--- src/hw/fco_regs.vh ---
// fco_regs.vh: register map, field positions and reset values of the flash
// clock and option block.
// assumes: included by bare name from every design file of the block.
`ifndef FCO_REGS_VH
`define FCO_REGS_VH

// apb byte offsets
`define FCO_ADDR_W          8
`define FCO_OFS_CLK_RATIO   8'h00
`define FCO_OFS_OPTION      8'h04
`define FCO_OFS_KEY_CTL     8'h08
`define FCO_OFS_KEY_DATA    8'h0c
`define FCO_OFS_STATUS      8'h10

// clock ratio register fields
`define FCO_RATIO_LOADED_BIT 7
`define FCO_PRESCALE_BIT     6
`define FCO_RATIO_MSB        5
`define FCO_CLK_RATIO_RST    8'h00

// option shadow register fields
`define FCO_BACKDOOR_EN_BIT  7
`define FCO_REDIR_OFF_BIT    6
`define FCO_SEC_MSB          1
`define FCO_OPTION_USED_MASK 8'hc3
`define FCO_OPTION_RST       8'h00

// security codes
`define FCO_SEC_UNSECURED    2'b10
`define FCO_SEC_RST          2'b11

// key control and status fields
`define FCO_KEY_ACCESS_BIT   0
`define FCO_STAT_ACC_ERR_BIT 0
`define FCO_STAT_SECURED_BIT 1
`define FCO_STAT_BUSY_BIT    2
`define FCO_STAT_UNLOCK_BIT  3

// unlock key geometry
`define FCO_KEY_BYTES        4'h8
`define FCO_KEY_IDX_W        4

// prescale divides the bus clock by this count plus one
`define FCO_PRESCALE_DIV     3'h7

`endif

--- src/hw/fco_clkdiv.v ---
// fco_clkdiv.v: derives the internal flash timing tick from the bus clock.
// assumes: one bus clock; ratio and prescale stay stable once loaded.
`timescale 1ns/1ps
`default_nettype none
`include "fco_regs.vh"

module fco_clkdiv (
  input  wire       pclk,
  input  wire       presetn,
  input  wire       run,
  input  wire       prescale,
  input  wire [5:0] ratio,
  output reg        tick_r
);

  reg  [2:0] pre_cnt_r;
  reg  [5:0] div_cnt_r;
  wire       pre_tick;

  // divider input: every bus clock, or every eighth one
  assign pre_tick = !prescale || (pre_cnt_r == `FCO_PRESCALE_DIV);

  // prescaler, then divide by ratio plus one, one tick per flash clock
  always @(posedge pclk or negedge presetn) begin
    if (!presetn) begin
      pre_cnt_r <= 3'h0;
      div_cnt_r <= 6'h00;
      tick_r    <= 1'b0;
    end else if (!run) begin
      pre_cnt_r <= 3'h0;
      div_cnt_r <= 6'h00;
      tick_r    <= 1'b0;
    end else begin
      pre_cnt_r <= prescale ? pre_cnt_r + 3'h1 : 3'h0;
      tick_r    <= 1'b0;
      if (pre_tick) begin
        if (div_cnt_r == ratio) begin
          div_cnt_r <= 6'h00;
          tick_r    <= 1'b1;
        end else begin
          div_cnt_r <= div_cnt_r + 6'h01;
        end
      end
    end
  end

endmodule
`default_nettype wire

--- src/hw/fco_keycmp.v ---
// fco_keycmp.v: collects entered key bytes and compares them with the key.
// assumes: caller gates writes by source and by backdoor enable.
`timescale 1ns/1ps
`default_nettype none
`include "fco_regs.vh"

module fco_keycmp (
  input  wire        pclk,
  input  wire        presetn,
  input  wire        clear,
  input  wire        wr,
  input  wire [7:0]  wdata,
  input  wire        check,
  input  wire [63:0] key,
  output reg         match_r
);

  reg  [63:0] entry_r;
  reg  [3:0]  idx_r;

  // bytes are taken in order, first byte into the low lane
  always @(posedge pclk or negedge presetn) begin
    if (!presetn) begin
      entry_r <= 64'h0;
      idx_r   <= 4'h0;
      match_r <= 1'b0;
    end else begin
      match_r <= 1'b0;
      if (clear) begin
        idx_r <= 4'h0;
      end else if (wr && idx_r != `FCO_KEY_BYTES) begin
        entry_r[idx_r[2:0]*8 +: 8] <= wdata;
        idx_r                      <= idx_r + 4'h1;
      end
      if (check) begin
        match_r <= (idx_r == `FCO_KEY_BYTES) && (entry_r == key);
      end
    end
  end

endmodule
`default_nettype wire

--- src/hw/fco_top.v ---
// fco_top.v: flash clock divider and option shadow registers, apb slave.
// assumes: apb3 master on pclk; nonvolatile option byte and unlock key are
// presented by the flash array; dbg_access marks accesses from debug.
// all outputs registered; the memory gate lags its inputs by one cycle.
//
// Functional notes
// - byte-wide registers, option shadow from nonvolatile byte, eight-byte unlock key.
// - ratio-loaded flag is read-only, cleared by reset, set by first write.
// - divider bits readable always, written only once after reset.
// - erase and program refused until ratio-loaded flag is set.
// - prescale bit selects bus clock or bus clock divided by eight.
// - flash clock is divider input divided by ratio plus one.
// - each timing pulse is one flash clock; the divider runs free, so an operation's first pulse can be partial.
// - every reset copies stored option byte into option shadow.
// - option bits 5 to 2 always read zero.
// - option shadow read-only; writes ignored until reprogram and reset.
// - backdoor disabled keeps key from disengaging security.
// - key comparison writes only from firmware, never from debug.
// - eight matching key bytes in order unsecure until next reset.
// - vector redirect off bit set disables redirection, clear enables.
// - security code 10 is unsecured, all others secured.
// - while secured, unsecured sources cannot reach ram or flash.
// - key match or blank check forces security code to 10.
// - blocked writes are ignored, blocked reads return zero.
// - early program or erase sets access error and is ignored.
`timescale 1ns/1ps
`default_nettype none
`include "fco_regs.vh"

module fco_top (
  input  wire        pclk,
  input  wire        presetn,
  // apb slave
  input  wire        psel,
  input  wire        penable,
  input  wire        pwrite,
  input  wire [7:0]  paddr,
  input  wire [31:0] pwdata,
  output reg  [31:0] prdata,
  output reg         pready,
  output reg         pslverr,
  input  wire        dbg_access,
  // nonvolatile contents from the array
  input  wire [7:0]  stored_option_byte,
  input  wire [63:0] stored_unlock_key,
  input  wire        blank_check_ok,
  // program and erase requests from the command sequencer
  input  wire        pe_req,
  input  wire [7:0]  pe_pulses,
  output reg         pe_accept_r,
  output reg         pe_busy_r,
  output reg         pe_done_r,
  output reg         fclk_tick_r,
  // secure memory gate
  input  wire        mem_unsec_src,
  input  wire        mem_wr_req,
  input  wire [7:0]  mem_rdata_raw,
  output reg         mem_wr_allow_r,
  output reg  [7:0]  mem_rdata_r,
  // option outputs
  output reg         secured_r,
  output reg         vector_redirect_en_r,
  output reg         backdoor_enable_r
);

  // register state
  reg        ratio_loaded_flag;
  reg        prescale_by_eight;
  reg  [5:0] ratio_r;
  reg  [7:0] option_shadow_reg;
  reg  [1:0] security_code;
  reg        opt_pending_r;
  reg        key_access_r;
  reg        access_error_flag;
  reg        unlocked_r;
  reg  [7:0] pe_left_r;

  wire       xfer;
  wire       wr_x;
  wire       is_fw;
  wire       key_wr;
  wire       key_check;
  wire       key_match;
  wire       tick;
  wire       acc_err_set;
  wire       acc_err_clr;
  wire       sec_now;
  wire       acc_first;
  wire       wr_ratio;
  wire       wr_key_ctl;
  wire       wr_key_data;
  wire       wr_status;
  wire       key_en;
  wire       mem_block;
  wire       pe_start;
  wire [7:0] opt_rd;
  reg  [31:0] rd_mux;
  reg        addr_ok;

  // security code decode
  function is_secure;
    input [1:0] code;
    begin
      is_secure = (code != `FCO_SEC_UNSECURED);
    end
  endfunction

  // access cycle still waiting for its answer
  function acc_wait;
    input sel;
    input en;
    input rdy;
    begin
      acc_wait = sel && en && !rdy;
    end
  endfunction

  // write strobe of one register offset
  function reg_wr;
    input       wr;
    input [7:0] addr;
    input [7:0] ofs;
    begin
      reg_wr = wr && (addr == ofs);
    end
  endfunction

  // the completed access is the one where pready is seen high
  assign xfer      = psel && penable && pready;
  assign acc_first = acc_wait(psel, penable, pready);
  assign wr_x      = xfer && pwrite && addr_ok;
  assign is_fw     = !dbg_access;

  // per-register write strobes, only on the completing edge
  assign wr_ratio    = reg_wr(wr_x, paddr, `FCO_OFS_CLK_RATIO);
  assign wr_key_ctl  = reg_wr(wr_x, paddr, `FCO_OFS_KEY_CTL);
  assign wr_key_data = reg_wr(wr_x, paddr, `FCO_OFS_KEY_DATA);
  assign wr_status   = reg_wr(wr_x, paddr, `FCO_OFS_STATUS);

  // backdoor enable as loaded into the option shadow
  assign key_en = option_shadow_reg[`FCO_BACKDOOR_EN_BIT];

  // key bytes only from firmware with the backdoor enabled
  assign key_wr = wr_key_data && key_access_r && is_fw && key_en;

  // leaving key access mode from firmware launches the compare
  assign key_check = wr_key_ctl && is_fw && key_access_r
                     && !pwdata[`FCO_KEY_ACCESS_BIT];

  assign acc_err_set = pe_req && !ratio_loaded_flag;
  assign acc_err_clr = wr_status && pwdata[`FCO_STAT_ACC_ERR_BIT];
  assign sec_now     = is_secure(security_code);

  // a request starts only with the ratio loaded, idle and a nonzero count
  assign pe_start = pe_req && ratio_loaded_flag && !pe_busy_r && pe_pulses != 8'h00;

  // secure memory blocked for unsecured sources while secured
  assign mem_block = sec_now && mem_unsec_src;

  // option read-back: unused bits 5 to 2 forced to zero
  assign opt_rd = {option_shadow_reg[7:6], 4'h0, security_code};

  fco_clkdiv u_clkdiv (
    .pclk     (pclk),
    .presetn  (presetn),
    .run      (ratio_loaded_flag),
    .prescale (prescale_by_eight),
    .ratio    (ratio_r),
    .tick_r   (tick)
  );

  fco_keycmp u_keycmp (
    .pclk    (pclk),
    .presetn (presetn),
    .clear   (!key_access_r),
    .wr      (key_wr),
    .wdata   (pwdata[7:0]),
    .check   (key_check && key_en),
    .key     (stored_unlock_key),
    .match_r (key_match)
  );

  // address decode and read mux
  always @* begin
    addr_ok = 1'b1;
    rd_mux  = 32'h0;
    case (paddr)
      `FCO_OFS_CLK_RATIO: begin
        rd_mux[7:0] = {ratio_loaded_flag, prescale_by_eight, ratio_r};
      end
      `FCO_OFS_OPTION: begin
        rd_mux[7:0] = opt_rd;
      end
      `FCO_OFS_KEY_CTL: begin
        rd_mux[`FCO_KEY_ACCESS_BIT] = key_access_r;
      end
      `FCO_OFS_KEY_DATA: begin
        rd_mux = 32'h0;
      end
      `FCO_OFS_STATUS: begin
        rd_mux[`FCO_STAT_ACC_ERR_BIT] = access_error_flag;
        rd_mux[`FCO_STAT_SECURED_BIT] = sec_now;
        rd_mux[`FCO_STAT_BUSY_BIT]    = pe_busy_r;
        rd_mux[`FCO_STAT_UNLOCK_BIT]  = unlocked_r;
      end
      default: begin
        addr_ok = 1'b0;
      end
    endcase
  end

  // apb answer: one wait cycle, data and error registered;
  // prdata returns to zero between transfers so no stale byte lingers
  always @(posedge pclk or negedge presetn) begin
    if (!presetn) begin
      pready  <= 1'b0;
      pslverr <= 1'b0;
      prdata  <= 32'h0;
    end else begin
      pready  <= acc_first;
      pslverr <= acc_first && !addr_ok;
      if (acc_first && !pwrite) begin
        prdata <= addr_ok ? rd_mux : 32'h0;
      end else if (!(psel && penable)) begin
        prdata <= 32'h0;
      end
    end
  end

  // clock ratio register: write once, flag set by any first write;
  // a second write is dropped whole, so the first must carry both fields
  always @(posedge pclk or negedge presetn) begin
    if (!presetn) begin
      ratio_loaded_flag <= 1'b0;
      prescale_by_eight <= 1'b0;
      ratio_r           <= 6'h00;
    end else if (wr_ratio && !ratio_loaded_flag) begin
      ratio_loaded_flag <= 1'b1;
      prescale_by_eight <= pwdata[`FCO_PRESCALE_BIT];
      ratio_r           <= pwdata[`FCO_RATIO_MSB:0];
    end
  end

  // option shadow: captured in the first cycle after reset release,
  // bus writes never reach it; the code stays secured until the capture
  // edge, so nothing is exposed in the first cycle after release
  always @(posedge pclk or negedge presetn) begin
    if (!presetn) begin
      opt_pending_r     <= 1'b1;
      option_shadow_reg <= `FCO_OPTION_RST;
      security_code     <= `FCO_SEC_RST;
    end else begin
      if (opt_pending_r) begin
        opt_pending_r     <= 1'b0;
        option_shadow_reg <= stored_option_byte & `FCO_OPTION_USED_MASK;
        security_code     <= stored_option_byte[`FCO_SEC_MSB:0];
      end else if (key_match || blank_check_ok) begin
        security_code <= `FCO_SEC_UNSECURED;
      end
    end
  end

  // key access mode and unlock indication;
  // debug writes never enter or leave key access mode
  always @(posedge pclk or negedge presetn) begin
    if (!presetn) begin
      key_access_r <= 1'b0;
      unlocked_r   <= 1'b0;
    end else begin
      if (wr_key_ctl && is_fw) begin
        key_access_r <= pwdata[`FCO_KEY_ACCESS_BIT];
      end
      if (key_match) begin
        unlocked_r <= 1'b1;
      end
    end
  end

  // access error flag, write one to clear, a new error wins
  always @(posedge pclk or negedge presetn) begin
    if (!presetn) begin
      access_error_flag <= 1'b0;
    end else if (acc_err_set) begin
      access_error_flag <= 1'b1;
    end else if (acc_err_clr) begin
      access_error_flag <= 1'b0;
    end
  end

  // program or erase: gated by the loaded flag, timed in flash clock pulses;
  // a request while busy or with a zero count is dropped without error
  always @(posedge pclk or negedge presetn) begin
    if (!presetn) begin
      pe_accept_r <= 1'b0;
      pe_busy_r   <= 1'b0;
      pe_done_r   <= 1'b0;
      pe_left_r   <= 8'h00;
      fclk_tick_r <= 1'b0;
    end else begin
      pe_accept_r <= 1'b0;
      pe_done_r   <= 1'b0;
      fclk_tick_r <= tick;
      if (pe_start) begin
        pe_accept_r <= 1'b1;
        pe_busy_r   <= 1'b1;
        pe_left_r   <= pe_pulses;
      end else if (pe_busy_r && tick) begin
        if (pe_left_r == 8'h01) begin
          pe_busy_r <= 1'b0;
          pe_done_r <= 1'b1;
        end
        pe_left_r <= pe_left_r - 8'h01;
      end
    end
  end

  // option outputs follow the shadow and the live security code
  always @(posedge pclk or negedge presetn) begin
    if (!presetn) begin
      secured_r            <= 1'b1;
      vector_redirect_en_r <= 1'b0;
      backdoor_enable_r    <= 1'b0;
    end else begin
      secured_r            <= sec_now;
      vector_redirect_en_r <= !option_shadow_reg[`FCO_REDIR_OFF_BIT];
      backdoor_enable_r    <= key_en;
    end
  end

  // secure memory gate: blocked writes dropped, blocked reads give zero
  always @(posedge pclk or negedge presetn) begin
    if (!presetn) begin
      mem_wr_allow_r <= 1'b0;
      mem_rdata_r    <= 8'h00;
    end else begin
      mem_wr_allow_r <= mem_wr_req && !mem_block;
      mem_rdata_r    <= mem_block ? 8'h00 : mem_rdata_raw;
    end
  end

endmodule
`default_nettype wire

--- config.mk ---
export PLATFORM = sky130hd
export DESIGN_NAME = fco_top
export DESIGN_NICKNAME = d
export VERILOG_FILES = /design/src/hw/fco_clkdiv.v /design/src/hw/fco_keycmp.v /design/src/hw/fco_top.v
export VERILOG_INCLUDE_DIRS = /design/src /design/src/hw
export SDC_FILE = /design/constraint.sdc
export NUM_CORES = 1
export LEC_CHECK = 0
export ABC_AREA = 1
export BUFFER_PORTS_ARGS = -buffer_cell sky130_fd_sc_hd__buf_2
export CAP_MARGIN = 10
export CORE_MARGIN = 2
export CORE_UTILIZATION = 50
export CTS_CLUSTER_DIAMETER = 30
export DETAILED_ROUTE_END_ITERATION = 10
export PLACE_DENSITY_LB_ADDON = 0.12
export SLEW_MARGIN = 20
export SYNTH_ARGS = -nofsm -noshare
export SYNTH_HDL_FRONTEND = slang
export SYNTH_SLANG_ARGS = --single-unit
--- constraint.sdc ---
create_clock -name pclk -period 4.1 [get_ports pclk]
set_input_delay 0.82 -clock pclk [delete_from_list [all_inputs] [get_ports pclk]]
set_output_delay 0.82 -clock pclk [all_outputs]
set_load 0.005 [all_outputs]
[Yosys cells after proc, flatten, opt, wreduce, memory -nomap -nowiden]
Index checks and enable logic that the tools add are counted.
Word-level totals
  output and inout port bits: 50
  memories kept: 0
  bits of input ports: 138
  flip-flop bits (word level): 155
  bits in read-only memories: 0
  bits in latches: 0
  RAM bits: 0
  word-level logic and storage cells: 132
Cells by class
  add/sub/neg operators: 5
  bitwise gates (word level): 0
  divide/modulo/power cells: 0
  reduce and logical (&&, ||, !) cells: 50
  multipliers: 0
  shift-type cells: 2
  equality and inequality tests: 14
  muxes and demuxes: 33
  magnitude comparators: 0
Operators by type and width (count)
  bitwise mux 64 bit: 1
  == test 64 bit: 1
  2-to-1 mux 32 bit: 2
  variable shift 8 x 34 -> 64 bit (first input constant): 1
  indexed part select 8 x 34 -> 64 bit: 1
  negation 6 -> 34 bit: 1
  2-to-1 mux 8 bit: 4
  logical AND 1 bit: 29
  2-to-1 mux 6 bit: 3
  == test 8 x 4 -> 1 bit (second input constant): 2
  2-to-1 mux 1 bit: 14
  zero test 1 bit: 10
  one-hot mux 3 bit (3 select lines): 1
  == test 8 x 1 -> 1 bit (second input constant): 1
  == test 8 x 3 -> 1 bit (second input constant): 1
  == test 8 x 5 -> 1 bit (second input constant): 1
  zero test 8 bit: 1
  2-to-1 mux 4 bit: 2
  one-hot mux 4 bit (2 select lines): 1
  nonzero test 2 bit: 4
  nonzero test 8 bit: 1
  subtractor 8 x 1 -> 8 bit (second input constant): 1
  adder 6 x 1 -> 6 bit (second input constant): 1
  == test 6 bit: 1
  13 further kinds: 19

[Logic depth before layout (Yosys ltp)]
  depth in word-level cells: 11
  depth in mapped cells: 11
  depth with buffers taken out: 10

[Cells and area by module]
From an unflattened synthesis, not the netlist that was laid out.
Unflattened totals
  cell total of the unflattened synthesis: 986
  area, all modules: 7344.5 µm²
Modules (own cells, without submodules)
  fco_keycmp: times used 1, area an instance 4222.8 µm², cells an instance 603, seq. area each 1726.7 µm²
  fco_top: times used 1, area an instance 2536.2 µm², cells an instance 301, seq. area each 1256.2 µm²
  fco_clkdiv: times used 1, area an instance 585.6 µm², cells an instance 82, seq. area each 250.2 µm²

[Worst setup path after synthesis]
OpenSTA, ideal clock, no wires.
  kind: register -> register
  start point: register u_keycmp.idx_r[0]
  end point: register u_keycmp.entry_r[14]
  slack: 2.020 ns
  required time: 3.979 ns
  stages on the path, launching flop included: 11
  period minus slack after synthesis: 2.080 ns
  setup time: 0.121 ns
  arrival: 1.959 ns
  path buffers: 2
  path through: dfrtp_1 inv_2 ha_1 ha_1 buf_2 inv_1 nor2_1 nand3_4 buf_6 nand2_2 o21ai_2
Between the ends
  longest elaborated chain between the ends: 3
  elaborated cells on any way between the ends: 7
  those cells by class: add/sub: 1; eq/ne: 1; shift: 2; mux: 1; reduce/logical: 2
Ends and longest elaborated chain
  start: declaration: line fco_keycmp.v:19  | reg [3:0] idx_r;
  start signal: assignment: line fco_keycmp.v:33  | idx_r <= idx_r + 4'h1;
  negation 6 -> 34 bit / inequality test 4 bit (equally long branches)
  indexed part select 8 x 34 -> 64 bit, or another cell as far along: line fco_keycmp.v:32  | entry_r[idx_r[2:0]*8 +: 8] <= wdata;
  bitwise mux 64 bit / AND reduction 2 bit (equally long branches)
  end signal: indexed assignment: line fco_keycmp.v:32
  end: declaration: line fco_keycmp.v:18  | reg [63:0] entry_r;
Several ways; a longest one is shown, not always the timed one.
A chain may end at the register's enable or synchronous reset.

[Final worst setup path]
  start point: register u_keycmp.idx_r[0]
  end point: register u_keycmp.entry_r[47]
The elaborated chain is that of the path after synthesis.

==> results.json <==
{
  "synth_fa_ha_area_share_pct": 1.40,
  "p_leak_nw": 4.46,
  "cts_tree": "built",
  "cts_root_buf": "clkbuf_16",
  "grt_max_degree": 60,
  "synth_xor_area_share_pct": 2.58,
  "final_util_pct": 61.2,
  "synth_area_per_cell_um2": 7.49,
  "fin_tns_setup_ps": 0,
  "die_area_um2": 15200,
  "arrival_ps": 3070,
  "reg2reg_slack_ps": 1340,
  "tightest_slew_ps": 739,
  "start_util_pct": 51.4,
  "setup_slack_ps": 1340,
  "row_count": 43,
  "vias_per_cell": 4.88,
  "firstDrtPassIters": 5,
  "rsz0062_at_grt": "false",
  "clockPowerShare_pct": 50.1,
  "num_vias": 6303,
  "final_cell_mix": "nand2_1 (292), inv_1 (149), buf_2 (134)",
  "synth_top_family_by_area": "simple AND/OR/NAND/NOR gates",
  "largest_register": "u_keycmp.entry_r",
  "maxSlewHeadroom_pct": 50.7,
  "postCtsSetupRepairBufs": 0,
  "grt.total_usage_pct": 25.8,
  "postPlaceCellArea_um2": 7900,
  "cts_resized": 0,
  "netlist_area_um2": 7130,
  "drv_slew": 0,
  "drt-total-wl_um": 18600,
  "grt_pass1_vias": 5731,
  "status": "completed",
  "ctsHoldBuffers": 0,
  "final_area_um2": 8490,
  "hold-path-endpoint": "fclk_tick_r$_DFF_PN0_",
  "yosys.area_share.simple_pct": 29.9,
  "power_frac_seq_pct": 43.5,
  "area_growth_pct": 19.1,
  "ant_nets": 0,
  "min_from": "u_clkdiv.tick_r$_DFF_PN0_",
  "grt_pass1_wl_um": 29100,
  "synthCells": 952,
  "dieWidth_um": 123,
  "r2r_start": "u_keycmp.idx_r[0]$_DFFE_PN0P_",
  "core-area_um2": 13900,
  "worstSkewPairLatency_ps": 420,
  "ir_drop_uv": 354,
  "io_pins": 188,
  "finalCritPeriodShare_pct": 67.4,
  "synth-seq-area-share_pct": 45.3,
  "synth_cell_types": 41,
  "fin_crit_ps": 2760,
  "wl_per_cell_um": 14.4,
  "p_switching_mw": 0.658,
  "grt-ovfl-total": 0,
  "p_sw_share_pct": 22.1,
  "path_clk_slew_ps": 50,
  "place_hpwl_um": 13800,
  "p_int_mw": 2.32,
  "setup_viol": 0,
  "cp-startpoint": "u_keycmp.idx_r[0]$_DFFE_PN0P_",
  "cts_sinks": 129,
  "synth-seq-cells": 129,
  "cellPowerDensity_nw_per_um2": 351,
  "cp.required_ps": 4410,
  "gp_congestion": 0.895,
  "portBuffers": 135,
  "htreeDepth": 4,
  "hold_viol": 0,
  "maxCapViolations": 0,
  "muxShareOfSynthArea_pct": 0,
  "critPathMaxFanout": 11,
  "r2r-end": "u_keycmp.entry_r[47]$_DFFE_PN0P_",
  "die_height_um": 123,
  "hp-class": "reg2reg",
  "path_class": "reg2reg",
  "drive_gt1_share_pct": 19.3,
  "timing.fmax_ghz": 0.362,
  "nets": 1243,
  "cts_buffers": 17,
  "synth_compound_area_share_pct": 8.85,
  "clockBufferDepth": 2,
  "cp-end-kind": "flop",
  "r2r_cells": 8,
  "route.detailed.drc": 0,
  "largest_reg_flops": 64,
  "post-place-ws_ps": 1450,
  "fin_skew_ps": 5.19,
  "hold_depth": 0,
  "antenna_found_initial": 2,
  "start_kind": "flop",
  "combPwrFrac_pct": 6.4,
  "layout_commonest_cell": "nand2_1",
  "drt-initial-drc-count": 377,
  "yosys_warnings": 0
}
## through the flow
step	total power, mW	cells	hold WS, ps
2_1_floorplan	1.40	976	354
6_report	2.98	1292	371
3_3_place_gp	1.51	1258	360
3_5_place_dp	1.51	1258	363
4_1_cts	3.00	1290	375
5_1_grt	3.08	1292	388
## cell families (layout without fill, tap and decap cells)
kind of cell / after synthesis / count (layout)
fa+ha+maj: 8 / 8
buf+inv: 193 / 327
other cells: 1 / 27
xor+xnor: 21 / 21
simple gates: 487 / 487
flops: 129 / 129
compound gates: 113 / 113
## synthesized netlist by cell type
master    instances  area share (%)
a21boi_1          1            0.11
a21oi_1          14            0.98
a22o_1            4            0.49
a32o_1            2            0.28
and3_1            1           0.088
buf_2             7            0.49
buf_4            24             2.5
buf_6             2            0.32
clkbuf_1          3            0.16
clkinv_1          1           0.053
clkinv_4          1            0.12
conb_1            1           0.053
dfrtp_1         125              44
dfstp_2           4             1.5
ha_1              8             1.4
inv_1           149             7.8
inv_2             6            0.32
nand2_1         292              15
nand2_2           6            0.53
nand2_4           1            0.16
nand3_1          47             3.3
nand3_2           1            0.14
nand3_4           4            0.98
nand3b_1          1            0.11
nand4_1          15             1.3
nand4_2           1            0.18
nand4_4           1            0.30
nor2_1           90             4.7
nor2_2            6            0.53
nor2_4            4            0.63
nor2_8            1            0.28
nor3_1            9            0.63
nor3_2            1            0.14
nor4_1            4            0.35
o21ai_0          54             3.8
o21ai_1          24             1.7
o21ai_2           8            0.98
o22ai_1           6            0.53
or2_2             2            0.18
xnor2_1          12             1.5
xor2_1            9             1.1
## critical path, stage by stage (launching register included)
cell,delay [ps]
dfrtp_1,510
inv_2,130
ha_1,240
ha_1,460
nor2_2,510
and3_1,490
nand2_2,180
nand2_1,90
nand2_1,50
## worst max path at each step
stage | end | slack (ps) | cells past startpoint
floorplan | u_keycmp.entry_r[14]$_DFFE_PN0P_ | 2020 | 10
global placement | u_keycmp.entry_r[46]$_DFFE_PN0P_ | 1500 | 8
detailed placement | u_keycmp.entry_r[40]$_DFFE_PN0P_ | 1450 | 8
CTS | u_keycmp.entry_r[46]$_DFFE_PN0P_ | 1410 | 8
global route | u_keycmp.entry_r[41]$_DFFE_PN0P_ | 1200 | 8
finish | u_keycmp.entry_r[47]$_DFFE_PN0P_ | 1340 | 8
## power by group through the flow
| stage | logic (mW) | registers [mW] | clock network, mW |
|---|---|---|---|
| 2_1_floorplan | 0.0836 | 1.32 | 0 |
| 3_3_place_gp | 0.193 | 1.32 | 0 |
| 3_5_place_dp | 0.194 | 1.32 | 0 |
| 4_1_cts | 0.195 | 1.30 | 1.51 |
| 5_1_grt | 0.221 | 1.30 | 1.56 |
| 6_report | 0.192 | 1.30 | 1.49 |
## routing by layer
metal / wire, um / vias to the layer above / track usage (%)
li1: - / 3208 / -
met3: 1400 / 33 / 5.40
met2: 8260 / 222 / 38.0
met1: 8510 / 2840 / 36.6
met5: 0 / - / 0
met4: 412 / 0 / 11.4
## final cells by class
class / instances / area (um^2)
Clock buffer: 28 / 547
Clock inverter: 4 / 45.0
Antenna cell: 2 / 5.00
Timing Repair Buffer: 138 / 701
Fill cell: 1324 / 5390
Multi-Input combinational cell: 654 / 3140
Tap cell: 180 / 225
Inverter: 157 / 594
Sequential cell: 129 / 3230
No activity file was read; power rests on OpenSTA's default activity.
